## config.mk

```make
export PLATFORM = sky130hd
export DESIGN_NAME = crc32_word_accumulator
export DESIGN_NICKNAME = d
export VERILOG_FILES = /design/src/crc32_pkg.sv /design/src/crc32_word_accumulator.sv /design/src/word_fifo.sv /design/src/crc_fold_engine.sv
export SDC_FILE = /design/constraint.sdc
export NUM_CORES = 1
export LEC_CHECK = 0
export ABC_CLOCK_PERIOD_IN_PS = 5050
export BUFFER_PORTS_ARGS = -buffer_cell sky130_fd_sc_hd__buf_4
export CORE_MARGIN = 4
export CORE_UTILIZATION = 55
export DETAILED_ROUTE_END_ITERATION = 6
export GPL_TIMING_DRIVEN = 1
export HOLD_SLACK_MARGIN = 0.15
export PLACE_DENSITY = 0.84
export REMOVE_ABC_BUFFERS = 1
export SYNTH_ARGS = -nofsm -noshare
export SYNTH_HDL_FRONTEND = slang
export SYNTH_HIERARCHICAL = 1
export SYNTH_SLANG_ARGS = --single-unit
```

## constraint.sdc

```tcl
create_clock -name sys_clk_in -period 5.05 [get_ports sys_clk_in]
set_input_delay 1.2625 -clock sys_clk_in [delete_from_list [all_inputs] [get_ports sys_clk_in]]
set_output_delay 1.2625 -clock sys_clk_in [all_outputs]
set_load 0.005 [all_outputs]
```

## src/crc32_pkg.sv

```systemverilog
// Purpose: Shared constants, types and the word-wide checksum fold for the CRC-32 accumulator.
// Assumes: One 40 MHz clock (25 ns), synchronous active-high reset.
// Notes: All producers and consumers of the accumulator sit on the same clock.
// How it works
// Checksum uses generator polynomial 0x4C11DB7, the Ethernet CRC-32.
// Input arrives as whole 32-bit words from the bus master.
// One 32-bit location takes data in and gives the checksum out.
// An extra 8-bit scratch register stores a byte, no checksum effect.
// Each word's checksum update completes within four clock cycles.
// Writing the data location feeds the word into the checksum, not storage.
// Reading the data location returns the last completed checksum.
// Each word folds into the previous checksum, forming a running checksum.
// Each word is folded as one 32-bit unit, not byte by byte.
// Further writes are held off while a computation is running; here a 4-word queue takes them, held off only when full or a reload is pending.
// Setting the reload control bit loads the checksum with all ones.
// The reload leaves the scratch byte unchanged.
// Reload bit is control bit 0, set by software, cleared by hardware.
// Scratch byte sits in bits 7:0, read/write, zero after reset.
// Bits enter most significant first, no reflection, no final inversion.
package crc32_pkg;

    localparam int WORD_W = 32;
    localparam int SCRATCH_W = 8;
    localparam int FIFO_DEPTH = 4;
    localparam int COUNT_W = 2;

    // Generator and preset values
    localparam logic [WORD_W-1:0] CRC_POLY = 32'h04C11DB7;
    localparam logic [WORD_W-1:0] CHECKSUM_RESET = 32'hFFFFFFFF;
    localparam logic [WORD_W-1:0] CHECKSUM_RELOAD = 32'hFFFFFFFF;
    localparam logic [SCRATCH_W-1:0] SCRATCH_RESET = 8'h00;

    // Control word layout
    localparam int CTRL_RELOAD_BIT = 0;

    // Cycle budget of one fold, counted from the accept edge to the visible result
    localparam int COMPUTE_CYCLES = 4;
    localparam logic [COUNT_W-1:0] COUNT_LOAD = COUNT_W'(COMPUTE_CYCLES - 2);
    localparam logic [COUNT_W-1:0] COUNT_ZERO = 2'h0;

    // Status bundle shown to the outside
    typedef struct packed {
        logic reload_pending;
        logic busy;
        logic [2:0] fifo_level;
    } crc_status_t;

    // Scratch byte write bundle
    typedef struct packed {
        logic wr;
        logic [SCRATCH_W-1:0] data;
    } scratch_wr_t;

    // Whole-word fold, MSB first, no reflection, no final inversion
    function automatic logic [WORD_W-1:0] crc_fold(input logic [WORD_W-1:0] acc, input logic [WORD_W-1:0] word);
        logic [WORD_W-1:0] c;
        logic fb;
        c = acc;
        fb = 1'b0;
        for (int i = WORD_W - 1; i >= 0; i--) begin
            fb = c[WORD_W-1] ^ word[i];
            c = {c[WORD_W-2:0], 1'b0};
            if (fb) begin
                c = c ^ CRC_POLY;
            end
        end
        return c;
    endfunction

endpackage

```

## src/crc32_word_accumulator.sv

```systemverilog
// Purpose: Running CRC-32 over 32-bit words, with reload control and a scratch byte.
// Assumes: All inputs come from logic on sys_clk_in; no register bus, plain ports only.
// Notes: A 4-word queue absorbs bursts; its ready, closed while a reload is pending, is the hold-off seen by the writer.
`timescale 1ns/1ps
module crc32_word_accumulator (
    // Clock and reset
    input wire logic sys_clk_in,
    input wire logic rst_in,
    // Data word writes
    input wire logic word_valid_in,
    input wire logic [crc32_pkg::WORD_W-1:0] word_in,
    output logic word_ready_out,
    // Checksum result
    output logic [crc32_pkg::WORD_W-1:0] checksum_out,
    // Control word writes
    input wire logic control_wr_in,
    input wire logic [crc32_pkg::WORD_W-1:0] control_in,
    // Scratch byte
    input wire crc32_pkg::scratch_wr_t scratch_in,
    output logic [crc32_pkg::SCRATCH_W-1:0] scratch_out,
    // Status
    output crc32_pkg::crc_status_t status_out
);
    typedef enum logic [1:0] {
        ST_IDLE,
        ST_FOLD,
        ST_RELOAD
    } acc_state_t;

    acc_state_t state_q;
    acc_state_t state_d;
    logic [crc32_pkg::WORD_W-1:0] acc_q;
    logic [crc32_pkg::SCRATCH_W-1:0] scratch_q;
    logic reload_q;

    // Queue and engine wiring
    logic fifo_in_ready;
    logic fifo_out_valid;
    logic [crc32_pkg::WORD_W-1:0] fifo_out_data;
    logic [2:0] fifo_level;
    logic eng_busy;
    logic eng_done;
    logic [crc32_pkg::WORD_W-1:0] eng_result;

    // A pending reload closes the input so words written before it are folded first
    wire fifo_push_ok = fifo_in_ready && !reload_q;
    wire reload_req = control_wr_in && control_in[crc32_pkg::CTRL_RELOAD_BIT];
    // Queued words still drain while a reload waits, otherwise the reload would never run
    wire take_word = (state_q == ST_IDLE) && !eng_busy && fifo_out_valid;
    wire do_reload = (state_q == ST_IDLE) && reload_q && !fifo_out_valid;

    assign word_ready_out = fifo_push_ok;
    assign checksum_out = acc_q;
    assign scratch_out = scratch_q;
    assign status_out = '{reload_pending: reload_q, busy: (state_q != ST_IDLE), fifo_level: fifo_level};

    word_fifo #(
        .WIDTH(crc32_pkg::WORD_W),
        .DEPTH(crc32_pkg::FIFO_DEPTH)
    ) u_fifo (
        .sys_clk_in(sys_clk_in),
        .rst_in(rst_in),
        .in_valid_in(word_valid_in && !reload_q),
        .in_data_in(word_in),
        .in_ready_out(fifo_in_ready),
        .out_valid_out(fifo_out_valid),
        .out_data_out(fifo_out_data),
        .out_ready_in(take_word),
        .level_out(fifo_level)
    );

    // Writes go to the fold, never straight into the accumulator
    crc_fold_engine u_engine (
        .sys_clk_in(sys_clk_in),
        .rst_in(rst_in),
        .start_in(take_word),
        .seed_in(acc_q),
        .word_in(fifo_out_data),
        .busy_out(eng_busy),
        .done_out(eng_done),
        .result_out(eng_result)
    );

    // Next state: the engine holds off the queue until its result lands
    always_comb begin
        state_d = state_q;
        unique case (state_q)
            ST_IDLE: begin
                if (take_word) begin
                    state_d = ST_FOLD;
                end else if (do_reload) begin
                    state_d = ST_RELOAD;
                end
            end
            ST_FOLD: begin
                if (eng_done) begin
                    state_d = ST_IDLE;
                end
            end
            ST_RELOAD: begin
                state_d = ST_IDLE;
            end
        endcase
    end

    always_ff @(posedge sys_clk_in) begin
        if (rst_in) begin
            state_q <= ST_IDLE;
        end else begin
            state_q <= state_d;
        end
    end

    // Accumulator: result commits on done; reload presets all ones
    always_ff @(posedge sys_clk_in) begin
        if (rst_in) begin
            acc_q <= crc32_pkg::CHECKSUM_RESET;
        end else if ((state_q == ST_FOLD) && eng_done) begin
            acc_q <= eng_result;
        end else if (state_q == ST_RELOAD) begin
            acc_q <= crc32_pkg::CHECKSUM_RELOAD;
        end
    end

    // Reload bit: software only sets it; a new set in the clearing cycle wins
    always_ff @(posedge sys_clk_in) begin
        if (rst_in) begin
            reload_q <= 1'b0;
        end else if (reload_req) begin
            reload_q <= 1'b1;
        end else if (state_q == ST_RELOAD) begin
            reload_q <= 1'b0;
        end
    end

    // Scratch byte is touched only by its own write and by system reset
    always_ff @(posedge sys_clk_in) begin
        if (rst_in) begin
            scratch_q <= crc32_pkg::SCRATCH_RESET;
        end else if (scratch_in.wr) begin
            scratch_q <= scratch_in.data;
        end
    end

endmodule

```

## src/word_fifo.sv

```systemverilog
// Purpose: Small synchronous FIFO in front of the checksum engine.
// Assumes: Same clock on both sides; synchronous active-high reset.
// Notes: Output data come from a register so the consumer sees a stable word.
`timescale 1ns/1ps
module word_fifo #(
    parameter int WIDTH = 32,
    parameter int DEPTH = 4
) (
    // Clock and reset
    input wire logic sys_clk_in,
    input wire logic rst_in,
    // Fill side
    input wire logic in_valid_in,
    input wire logic [WIDTH-1:0] in_data_in,
    output logic in_ready_out,
    // Drain side
    output logic out_valid_out,
    output logic [WIDTH-1:0] out_data_out,
    input wire logic out_ready_in,
    // Occupancy
    output logic [$clog2(DEPTH+1)-1:0] level_out
);
    localparam int PTR_W = $clog2(DEPTH);
    localparam int LVL_W = $clog2(DEPTH+1);

    logic [WIDTH-1:0] mem_q [DEPTH];
    logic [PTR_W-1:0] wr_ptr_q;
    logic [PTR_W-1:0] rd_ptr_q;
    logic [LVL_W-1:0] level_q;
    logic [WIDTH-1:0] head_q;
    wire push = in_valid_in && in_ready_out;
    wire pop = out_valid_out && out_ready_in;

    // Honest flags straight from the occupancy count
    assign in_ready_out = (level_q != LVL_W'(DEPTH));
    assign out_valid_out = (level_q != '0);
    assign level_out = level_q;
    assign out_data_out = head_q;

    // Storage and pointers
    always_ff @(posedge sys_clk_in) begin
        if (rst_in) begin
            wr_ptr_q <= '0;
            rd_ptr_q <= '0;
            level_q <= '0;
        end else begin
            if (push) begin
                mem_q[wr_ptr_q] <= in_data_in;
                wr_ptr_q <= PTR_W'(wr_ptr_q + 1'b1);
            end
            if (pop) begin
                rd_ptr_q <= PTR_W'(rd_ptr_q + 1'b1);
            end
            level_q <= LVL_W'(level_q + LVL_W'(push) - LVL_W'(pop));
        end
    end

    // Registered head word; bypasses the array when the head is being written now
    always_ff @(posedge sys_clk_in) begin
        if (rst_in) begin
            head_q <= '0;
        end else if (push && (level_q == LVL_W'(pop)) ) begin
            head_q <= in_data_in;
        end else if (pop) begin
            head_q <= mem_q[PTR_W'(rd_ptr_q + 1'b1)];
        end else begin
            head_q <= mem_q[rd_ptr_q];
        end
    end
endmodule

```

## src/crc_fold_engine.sv

```systemverilog
// Purpose: Folds one 32-bit word into a seed value and paces the result to the cycle budget.
// Assumes: start_in only while busy_out is low.
// Notes: The fold is one wide combinational step; the counter only paces it.
`timescale 1ns/1ps
module crc_fold_engine (
    // Clock and reset
    input wire logic sys_clk_in,
    input wire logic rst_in,
    // Request
    input wire logic start_in,
    input wire logic [crc32_pkg::WORD_W-1:0] seed_in,
    input wire logic [crc32_pkg::WORD_W-1:0] word_in,
    // Answer
    output logic busy_out,
    output logic done_out,
    output logic [crc32_pkg::WORD_W-1:0] result_out
);
    logic [crc32_pkg::WORD_W-1:0] result_q;
    logic [crc32_pkg::COUNT_W-1:0] count_q;
    logic busy_q;
    wire [crc32_pkg::WORD_W-1:0] folded = crc32_pkg::crc_fold(seed_in, word_in);

    assign busy_out = busy_q;
    assign done_out = busy_q && (count_q == crc32_pkg::COUNT_ZERO);
    assign result_out = result_q;

    // Capture the folded word at start, then count down to the done cycle
    always_ff @(posedge sys_clk_in) begin
        if (rst_in) begin
            busy_q <= 1'b0;
            count_q <= crc32_pkg::COUNT_ZERO;
            result_q <= crc32_pkg::CHECKSUM_RESET;
        end else if (start_in) begin
            busy_q <= 1'b1;
            count_q <= crc32_pkg::COUNT_LOAD;
            result_q <= folded;
        end else if (done_out) begin
            busy_q <= 1'b0;
        end else if (busy_q) begin
            count_q <= crc32_pkg::COUNT_W'(count_q - 1'b1);
        end
    end
endmodule

```

==> impl_metrics.py, run 1 <==
metrics = {
    "status": {
        "status": "completed",
    },
    "route": {
        "vias_per_cell": 5.73,
        "initialDrtViolationCount": 624,
        "drt_wl_total_um": 30700,
        "routedWlPerCell_um": 21.4,
        "drtPass1Iterations": 5,
        "drc": 0,
        "ant_nets": 0,
        "vias": 8221,
    },
    "synthesis": {
        "syn_area_sq_um": 13900,
        "synth_area_leaders": "edfxtp_1, dfxtp_1, mux4_2, xnor2_1, xnor3_1",
        "yosysTopAreaCell": "edfxtp_1",
        "ys.flop_type": "edfxtp_1",
        "yosysSeqAreaShare": 0.449,
        "yosysWarnings": 6,
        "async_reset_ff_frac": 0,
        "syn_avg_cell_area_sq_um": 13.7,
        "synthCells": 1012,
        "synth-seq-cells": 247,
        "yosysUniqueCellTypes": 51,
        "yosys.area.top_type_share": 0.277,
        "synth_edf_count": 128,
    },
    "setup_path": {
        "cp_slowest_stage_delay_ns": 0.70,
        "crit_path_top_delay_cell": "xnor3_1",
        "crit_type": "reg -> reg",
        "timing.critical_path.buf_inv": 0,
        "cp.arrival_ns": 4.86,
        "cp_max_fo": 8,
        "start_kind": "flip-flop",
        "critPathRequiredTime_ns": 5.47,
        "cpLargestDelayFamily": "XOR/XNOR gates",
        "crit_chain": "xnor2_1 -> xnor3_1 -> xnor3_1 -> xnor2_4 -> xnor3_1 -> xnor2_4 -> xnor3_1 -> xnor2_1 -> a21oi_1 -> or2_1",
        "cp_common_cell": "xnor3_1",
        "end_kind": "flip-flop",
    },
    "global_route": {
        "grt_pass1_wl_um": 48100,
        "grt_max_degree": 71,
        "grt.overflow.total": 0,
        "grt_pass1_vias": 8464,
        "grt_use_total": 0.218,
        "antenna_found_initial": 0,
    },
    "timing": {
        "slew_viol_final": 0,
        "tns_ns": 0,
        "tightest_slew_ns": 1.14,
        "fin_skew_ns": 0.00855,
        "fin_crit_sh": 0.879,
        "maxSlewHeadroom": 0.239,
        "layout_setup_ws_ns": 0.613,
        "finalCriticalPeriod_ns": 4.44,
        "rsz0062_at_grt": "false",
        "max_freq_ghz": 0.225,
        "setup_viol": 0,
        "finalHoldViolations": 0,
    },
    "run": {
        "drv_cap": 0,
    },
    "layout": {
        "nets": 1180,
        "n_antenna_cell": 0,
        "drive_above_1_share": 0.294,
        "postLayoutCoreUtil": 0.635,
        "syn_to_final_growth_pct": 12.3,
        "postLayoutCellArea_sq_um": 15600,
    },
    "die": {
        "die_h_um": 167,
        "core_area_sq_um": 24500,
        "dieArea_sq_um": 27800,
        "ios": 123,
        "rows": 57,
        "start_util": 0.565,
        "die_x_um": 167,
    },
    "cts": {
        "cts_resized": 0,
        "clock_latency_ns": 0.53,
        "hold_buffers": 0,
        "cts.sinks": 247,
        "clock-root-buffer": "clkbuf_16",
        "cts_tree": "done",
        "cts_setup_buffers": 0,
        "clk_pin_slew_ns": 0.06,
        "clockBufferDepth": 3,
        "htree_levels": 1,
        "cts_made_buffers": 25,
    },
    "place": {
        "io_buffer_count": 91,
        "place_hpwl_um": 20900,
        "gp_congestion": 0.901,
        "placed_area_sq_um": 14800,
        "dp_worst_setup_slack_ns": 0.688,
    },
    "min_path": {
        "hold_path_class": "reg -> reg",
    },
}
kinds of logic after synthesis:
kind of cell,count (synthesis),synth area share
AOI/OAI and AO/OA,106,0.0648
xor gates and xnor gates,267,0.227
adders and majority gates,11,0.0105
buffers and inverters,78,0.0333
DFF,247,0.449
muxes,107,0.135
and+or+nand+nor,196,0.0810
worst reg2reg max path, cell delays in order, from the launching register on:
cell	delay, ns
dfxtp_1	0.35
xnor2_1	0.47
xnor3_1	0.70
xnor3_1	0.60
xnor2_4	0.28
xnor3_1	0.58
xnor2_4	0.36
xnor3_1	0.52
xnor2_1	0.17
a21oi_1	0.08
or2_1	0.22
sequential cells by signal (all words and copies together) (netlist names), named ones only:
register             cells
u_fifo/out_data_out     32
reload_q                 1
u_fifo/wr_ptr_q          2
u_engine/count_q         2
scratch_out              8
u_engine/busy_out        1
u_fifo/mem_q           128
checksum_out            32
state_q                  2
u_fifo/rd_ptr_q          2
u_fifo/level_out         3
u_engine/result_out     32
synth_stat cells (29+ instances only):
master and count:
nor3_1 37, a211oi_2 30, dfxtp_1 119, clkbuf_1 29
nor2_1 69, mux4_2 64, mux2i_1 43, edfxtp_1 128
xor2_1 52, xnor3_1 37, xnor2_1 152, nor3_2 29
o21bai_1 31
metal layers:
layer / GRT usage / up-vias / share of wire
met5: 0 / - / 0
met4: 0.0477 / 0 / 0.019
met3: 0.0294 / 44 / 0.061
met2: 0.383 / 237 / 0.51
met1: 0.292 / 4130 / 0.41
li1: - / 3810 / -
metrics by stage:
stage          std cells  hold WS, ns
2_1_floorplan        947        0.440
3_3_place_gp        1389        0.453
3_5_place_dp        1389        0.460
4_1_cts             1435        0.475
5_1_grt             1435        0.509
6_report            1435        0.470
placed cells by master, fill, tap and decap left out, drive strengths merged, types with 6 or more instances in the layout:
cell type	netlist	routed
xor2	56	56
a21oi	24	24
mux4	64	64
clkbuf	31	32
clkinv	0	7
nand2b	6	6
xnor3	39	39
nor2b	14	14
inv	13	14
and2	7	7
nor2	69	69
xor3	7	7
a211o	10	10
ha	10	10
o21bai	32	32
a211oi	32	32
or2	21	21
edfxtp	128	128
nor3	67	67
buf	34	118
dfxtp	119	119
mux2i	43	43
xnor2	165	165
path summary, 6_finish.rpt:
check	from	end	slack (ns)	cells after the start
hold / removal	u_engine/result_out[29]$_SDFFE_PP1P_	u_engine/result_out[29]$_SDFFE_PP1P_	0.47	1
setup reg to reg	checksum_out[26]$_SDFFE_PP1P_	u_engine/result_out[12]$_SDFFE_PP1P_	0.61	10
hold reg to reg	u_engine/result_out[29]$_SDFFE_PP1P_	u_engine/result_out[29]$_SDFFE_PP1P_	0.47	1
setup / recovery	checksum_out[26]$_SDFFE_PP1P_	u_engine/result_out[12]$_SDFFE_PP1P_	0.61	10
final cells by class:
class | count | area, sq um
timing repair buffer | 118 | 886
tap | 324 | 405
multi-input combinational | 687 | 7200
clock inverter | 14 | 135
inverter | 13 | 48.8
fill | 1846 | 8950
clock buffer | 32 | 672
sequential | 247 | 6230
Power of run 1 is not shown: default switching activity piles up to over one toggle a cycle in this logic, so the estimate is an artifact.
==> run 2: changes to the inputs <==
--- a/config.mk
+++ b/config.mk
@@ -5,10 +5,12 @@
 export SDC_FILE = /design/constraint.sdc
 export NUM_CORES = 1
 export LEC_CHECK = 0
-export ABC_CLOCK_PERIOD_IN_PS = 5050
+export ABC_CLOCK_PERIOD_IN_PS = 5500
 export BUFFER_PORTS_ARGS = -buffer_cell sky130_fd_sc_hd__buf_4
+export CAP_MARGIN = 20
 export CORE_MARGIN = 4
 export CORE_UTILIZATION = 55
+export CTS_CLUSTER_SIZE = 28
 export DETAILED_ROUTE_END_ITERATION = 6
 export GPL_TIMING_DRIVEN = 1
 export HOLD_SLACK_MARGIN = 0.15
==> constraint.sdc (replaced) <==
create_clock -name sys_clk_in -period 5.5 [get_ports sys_clk_in]
set_input_delay 1.375 -clock sys_clk_in [delete_from_list [all_inputs] [get_ports sys_clk_in]]
set_output_delay 1.375 -clock sys_clk_in [all_outputs]
set_load 0.005 [all_outputs]
==> impl_metrics.py, run 2 (synthesis gave the netlist of run 1 again) <==
metrics = {
    "setup_path": {
        "cp_common_cell": "xnor2_1",
        "regToRegStartpoint": "checksum_out[30]$_SDFFE_PP1P_",
        "cpLargestDelayFamily": "XOR/XNOR gates",
        "r2r_end": "u_engine/result_out[6]$_SDFFE_PP1P_",
        "end_kind": "flip-flop",
        "timing.critical_path.buf_inv": 1,
        "cp_slowest_stage_delay_ns": 0.65,
        "rr_worst_depth": 11,
        "crit_path_top_delay_cell": "xnor3_2",
        "critPathRequiredTime_ns": 5.92,
        "crit_chain": "xnor2_4 -> xnor3_1 -> buf_4 -> xnor2_1 -> xnor2_1 -> xnor3_2 -> xor2_1 -> xnor2_1 -> xnor2_1 -> a21oi_1 -> or2_1",
        "crit_type": "reg -> reg",
        "reg2reg_slack_ns": 1.01,
        "cp.arrival_ns": 4.91,
        "start_kind": "flip-flop",
        "cp_max_fo": 8,
    },
    "route": {
        "routedWlPerCell_um": 21.3,
        "vias_per_cell": 5.76,
        "ant_nets": 0,
        "initialDrtViolationCount": 639,
        "drc": 0,
        "drt_wl_total_um": 30400,
        "drtPass1Iterations": 5,
        "vias": 8228,
    },
    "global_route": {
        "grtUsageMet3": 0.0334,
        "grt_util_met1": 0.288,
        "grt_pass1_vias": 8499,
        "grt_pass1_wl_um": 47800,
        "grt_max_degree": 76,
        "grt_use_total": 0.214,
        "busiest_layer": "met2",
        "antenna_found_initial": 0,
        "grt.overflow.total": 0,
        "grt_util_met2": 0.369,
    },
    "layout": {
        "final_cell_mix": "xnor2_1, edfxtp_1, dfxtp_1",
        "n_antenna_cell": 0,
        "fill_cells": 1816,
        "multi_input_area_sq_um": 7200,
        "nets": 1173,
        "seqCellArea_sq_um": 6230,
        "drive_above_1_share": 0.287,
        "final_common_cell": "xnor2_1",
        "regMostFlops": "u_fifo/mem_q",
        "largest_reg_flops": 128,
        "syn_to_final_growth_pct": 12.0,
    },
    "cts": {
        "cts_setup_buffers": 0,
        "clk_pin_slew_ns": 0.06,
        "clock-root-buffer": "clkbuf_16",
        "clock_latency_ns": 0.53,
        "cts_resized": 0,
        "hold_buffers": 0,
        "clockBufferDepth": 3,
        "cts.sinks": 247,
        "cts_tree": "done",
        "htree_levels": 1,
        "cts_made_buffers": 26,
    },
    "die": {
        "core_area_sq_um": 24500,
        "ios": 123,
        "die_h_um": 167,
        "dieArea_sq_um": 27800,
        "start_util": 0.565,
        "die_x_um": 167,
        "rows": 57,
    },
    "timing": {
        "max_freq_ghz": 0.223,
        "tightest_slew_ns": 1.08,
        "slew_viol_final": 0,
        "maxSlewHeadroom": 0.277,
        "fin_crit_sh": 0.816,
        "rsz0062_at_grt": "false",
        "finalHoldViolations": 0,
        "setup_viol": 0,
        "finalCriticalPeriod_ns": 4.49,
        "fin_skew_ns": 0.0167,
        "tns_ns": 0,
    },
    "min_path": {
        "hold_path_class": "reg -> reg",
        "min_to": "u_engine/result_out[29]$_SDFFE_PP1P_",
        "hold-path-cell-count": 1,
        "min-delay-start": "u_engine/result_out[29]$_SDFFE_PP1P_",
    },
    "place": {
        "gp_congestion": 0.953,
        "io_buffer_count": 91,
        "place_hpwl_um": 20400,
    },
    "status": {
        "status": "completed",
    },
    "run": {
        "drv_cap": 0,
    },
}
## run 2: worst max path at each step
stage / start / end / slack (ns) / cells after the start
final: checksum_out[30]$_SDFFE_PP1P_ / u_engine/result_out[6]$_SDFFE_PP1P_ / 1.01 / 11
after CTS: checksum_out[30]$_SDFFE_PP1P_ / u_engine/result_out[12]$_SDFFE_PP1P_ / 1.05 / 11
after global routing: checksum_out[30]$_SDFFE_PP1P_ / u_engine/result_out[6]$_SDFFE_PP1P_ / 0.94 / 11
after floorplan: u_fifo/level_out[1]$_SDFF_PP0_ / u_fifo/level_out[2]$_SDFF_PP0_ / 0.1 / 10
after detailed placement: checksum_out[30]$_SDFFE_PP1P_ / u_engine/result_out[6]$_SDFFE_PP1P_ / 1.07 / 11
after global placement: checksum_out[30]$_SDFFE_PP1P_ / u_engine/result_out[12]$_SDFFE_PP1P_ / 1.14 / 11
## run 2: final cells by class
type,count,share of cell area
clock inverters,11,0.00419
flip-flops and latches,247,0.401
repair buffers,110,0.0544
clock buffers,37,0.0478
inverters,13,0.00314
well taps,324,0.0261
multi-input cells,687,0.464
## run 2: stage by stage
step                instances  area, sq um  hold WS, ns  utilization  worst slack (ns)
floorplan                 947        13500        0.440            -            0.0954
CTS                      1428        15500        0.473        0.632              1.05
finish                   1429        15500        0.470        0.633              1.01
global route             1429        15500        0.484        0.633             0.935
global placement         1380        14700        0.452        0.599              1.14
detailed placement       1380        14700        0.457        0.599              1.07
## run 2: per-layer routing
layer	vias to the layer above	wire length [um]	part of all wire
met5	-	0	0
met4	0	676	0.022
met3	49	1580	0.052
met2	225	15400	0.51
met1	4162	12800	0.42
li1	3792	-	-
Power of run 2 is left out for the same reason.
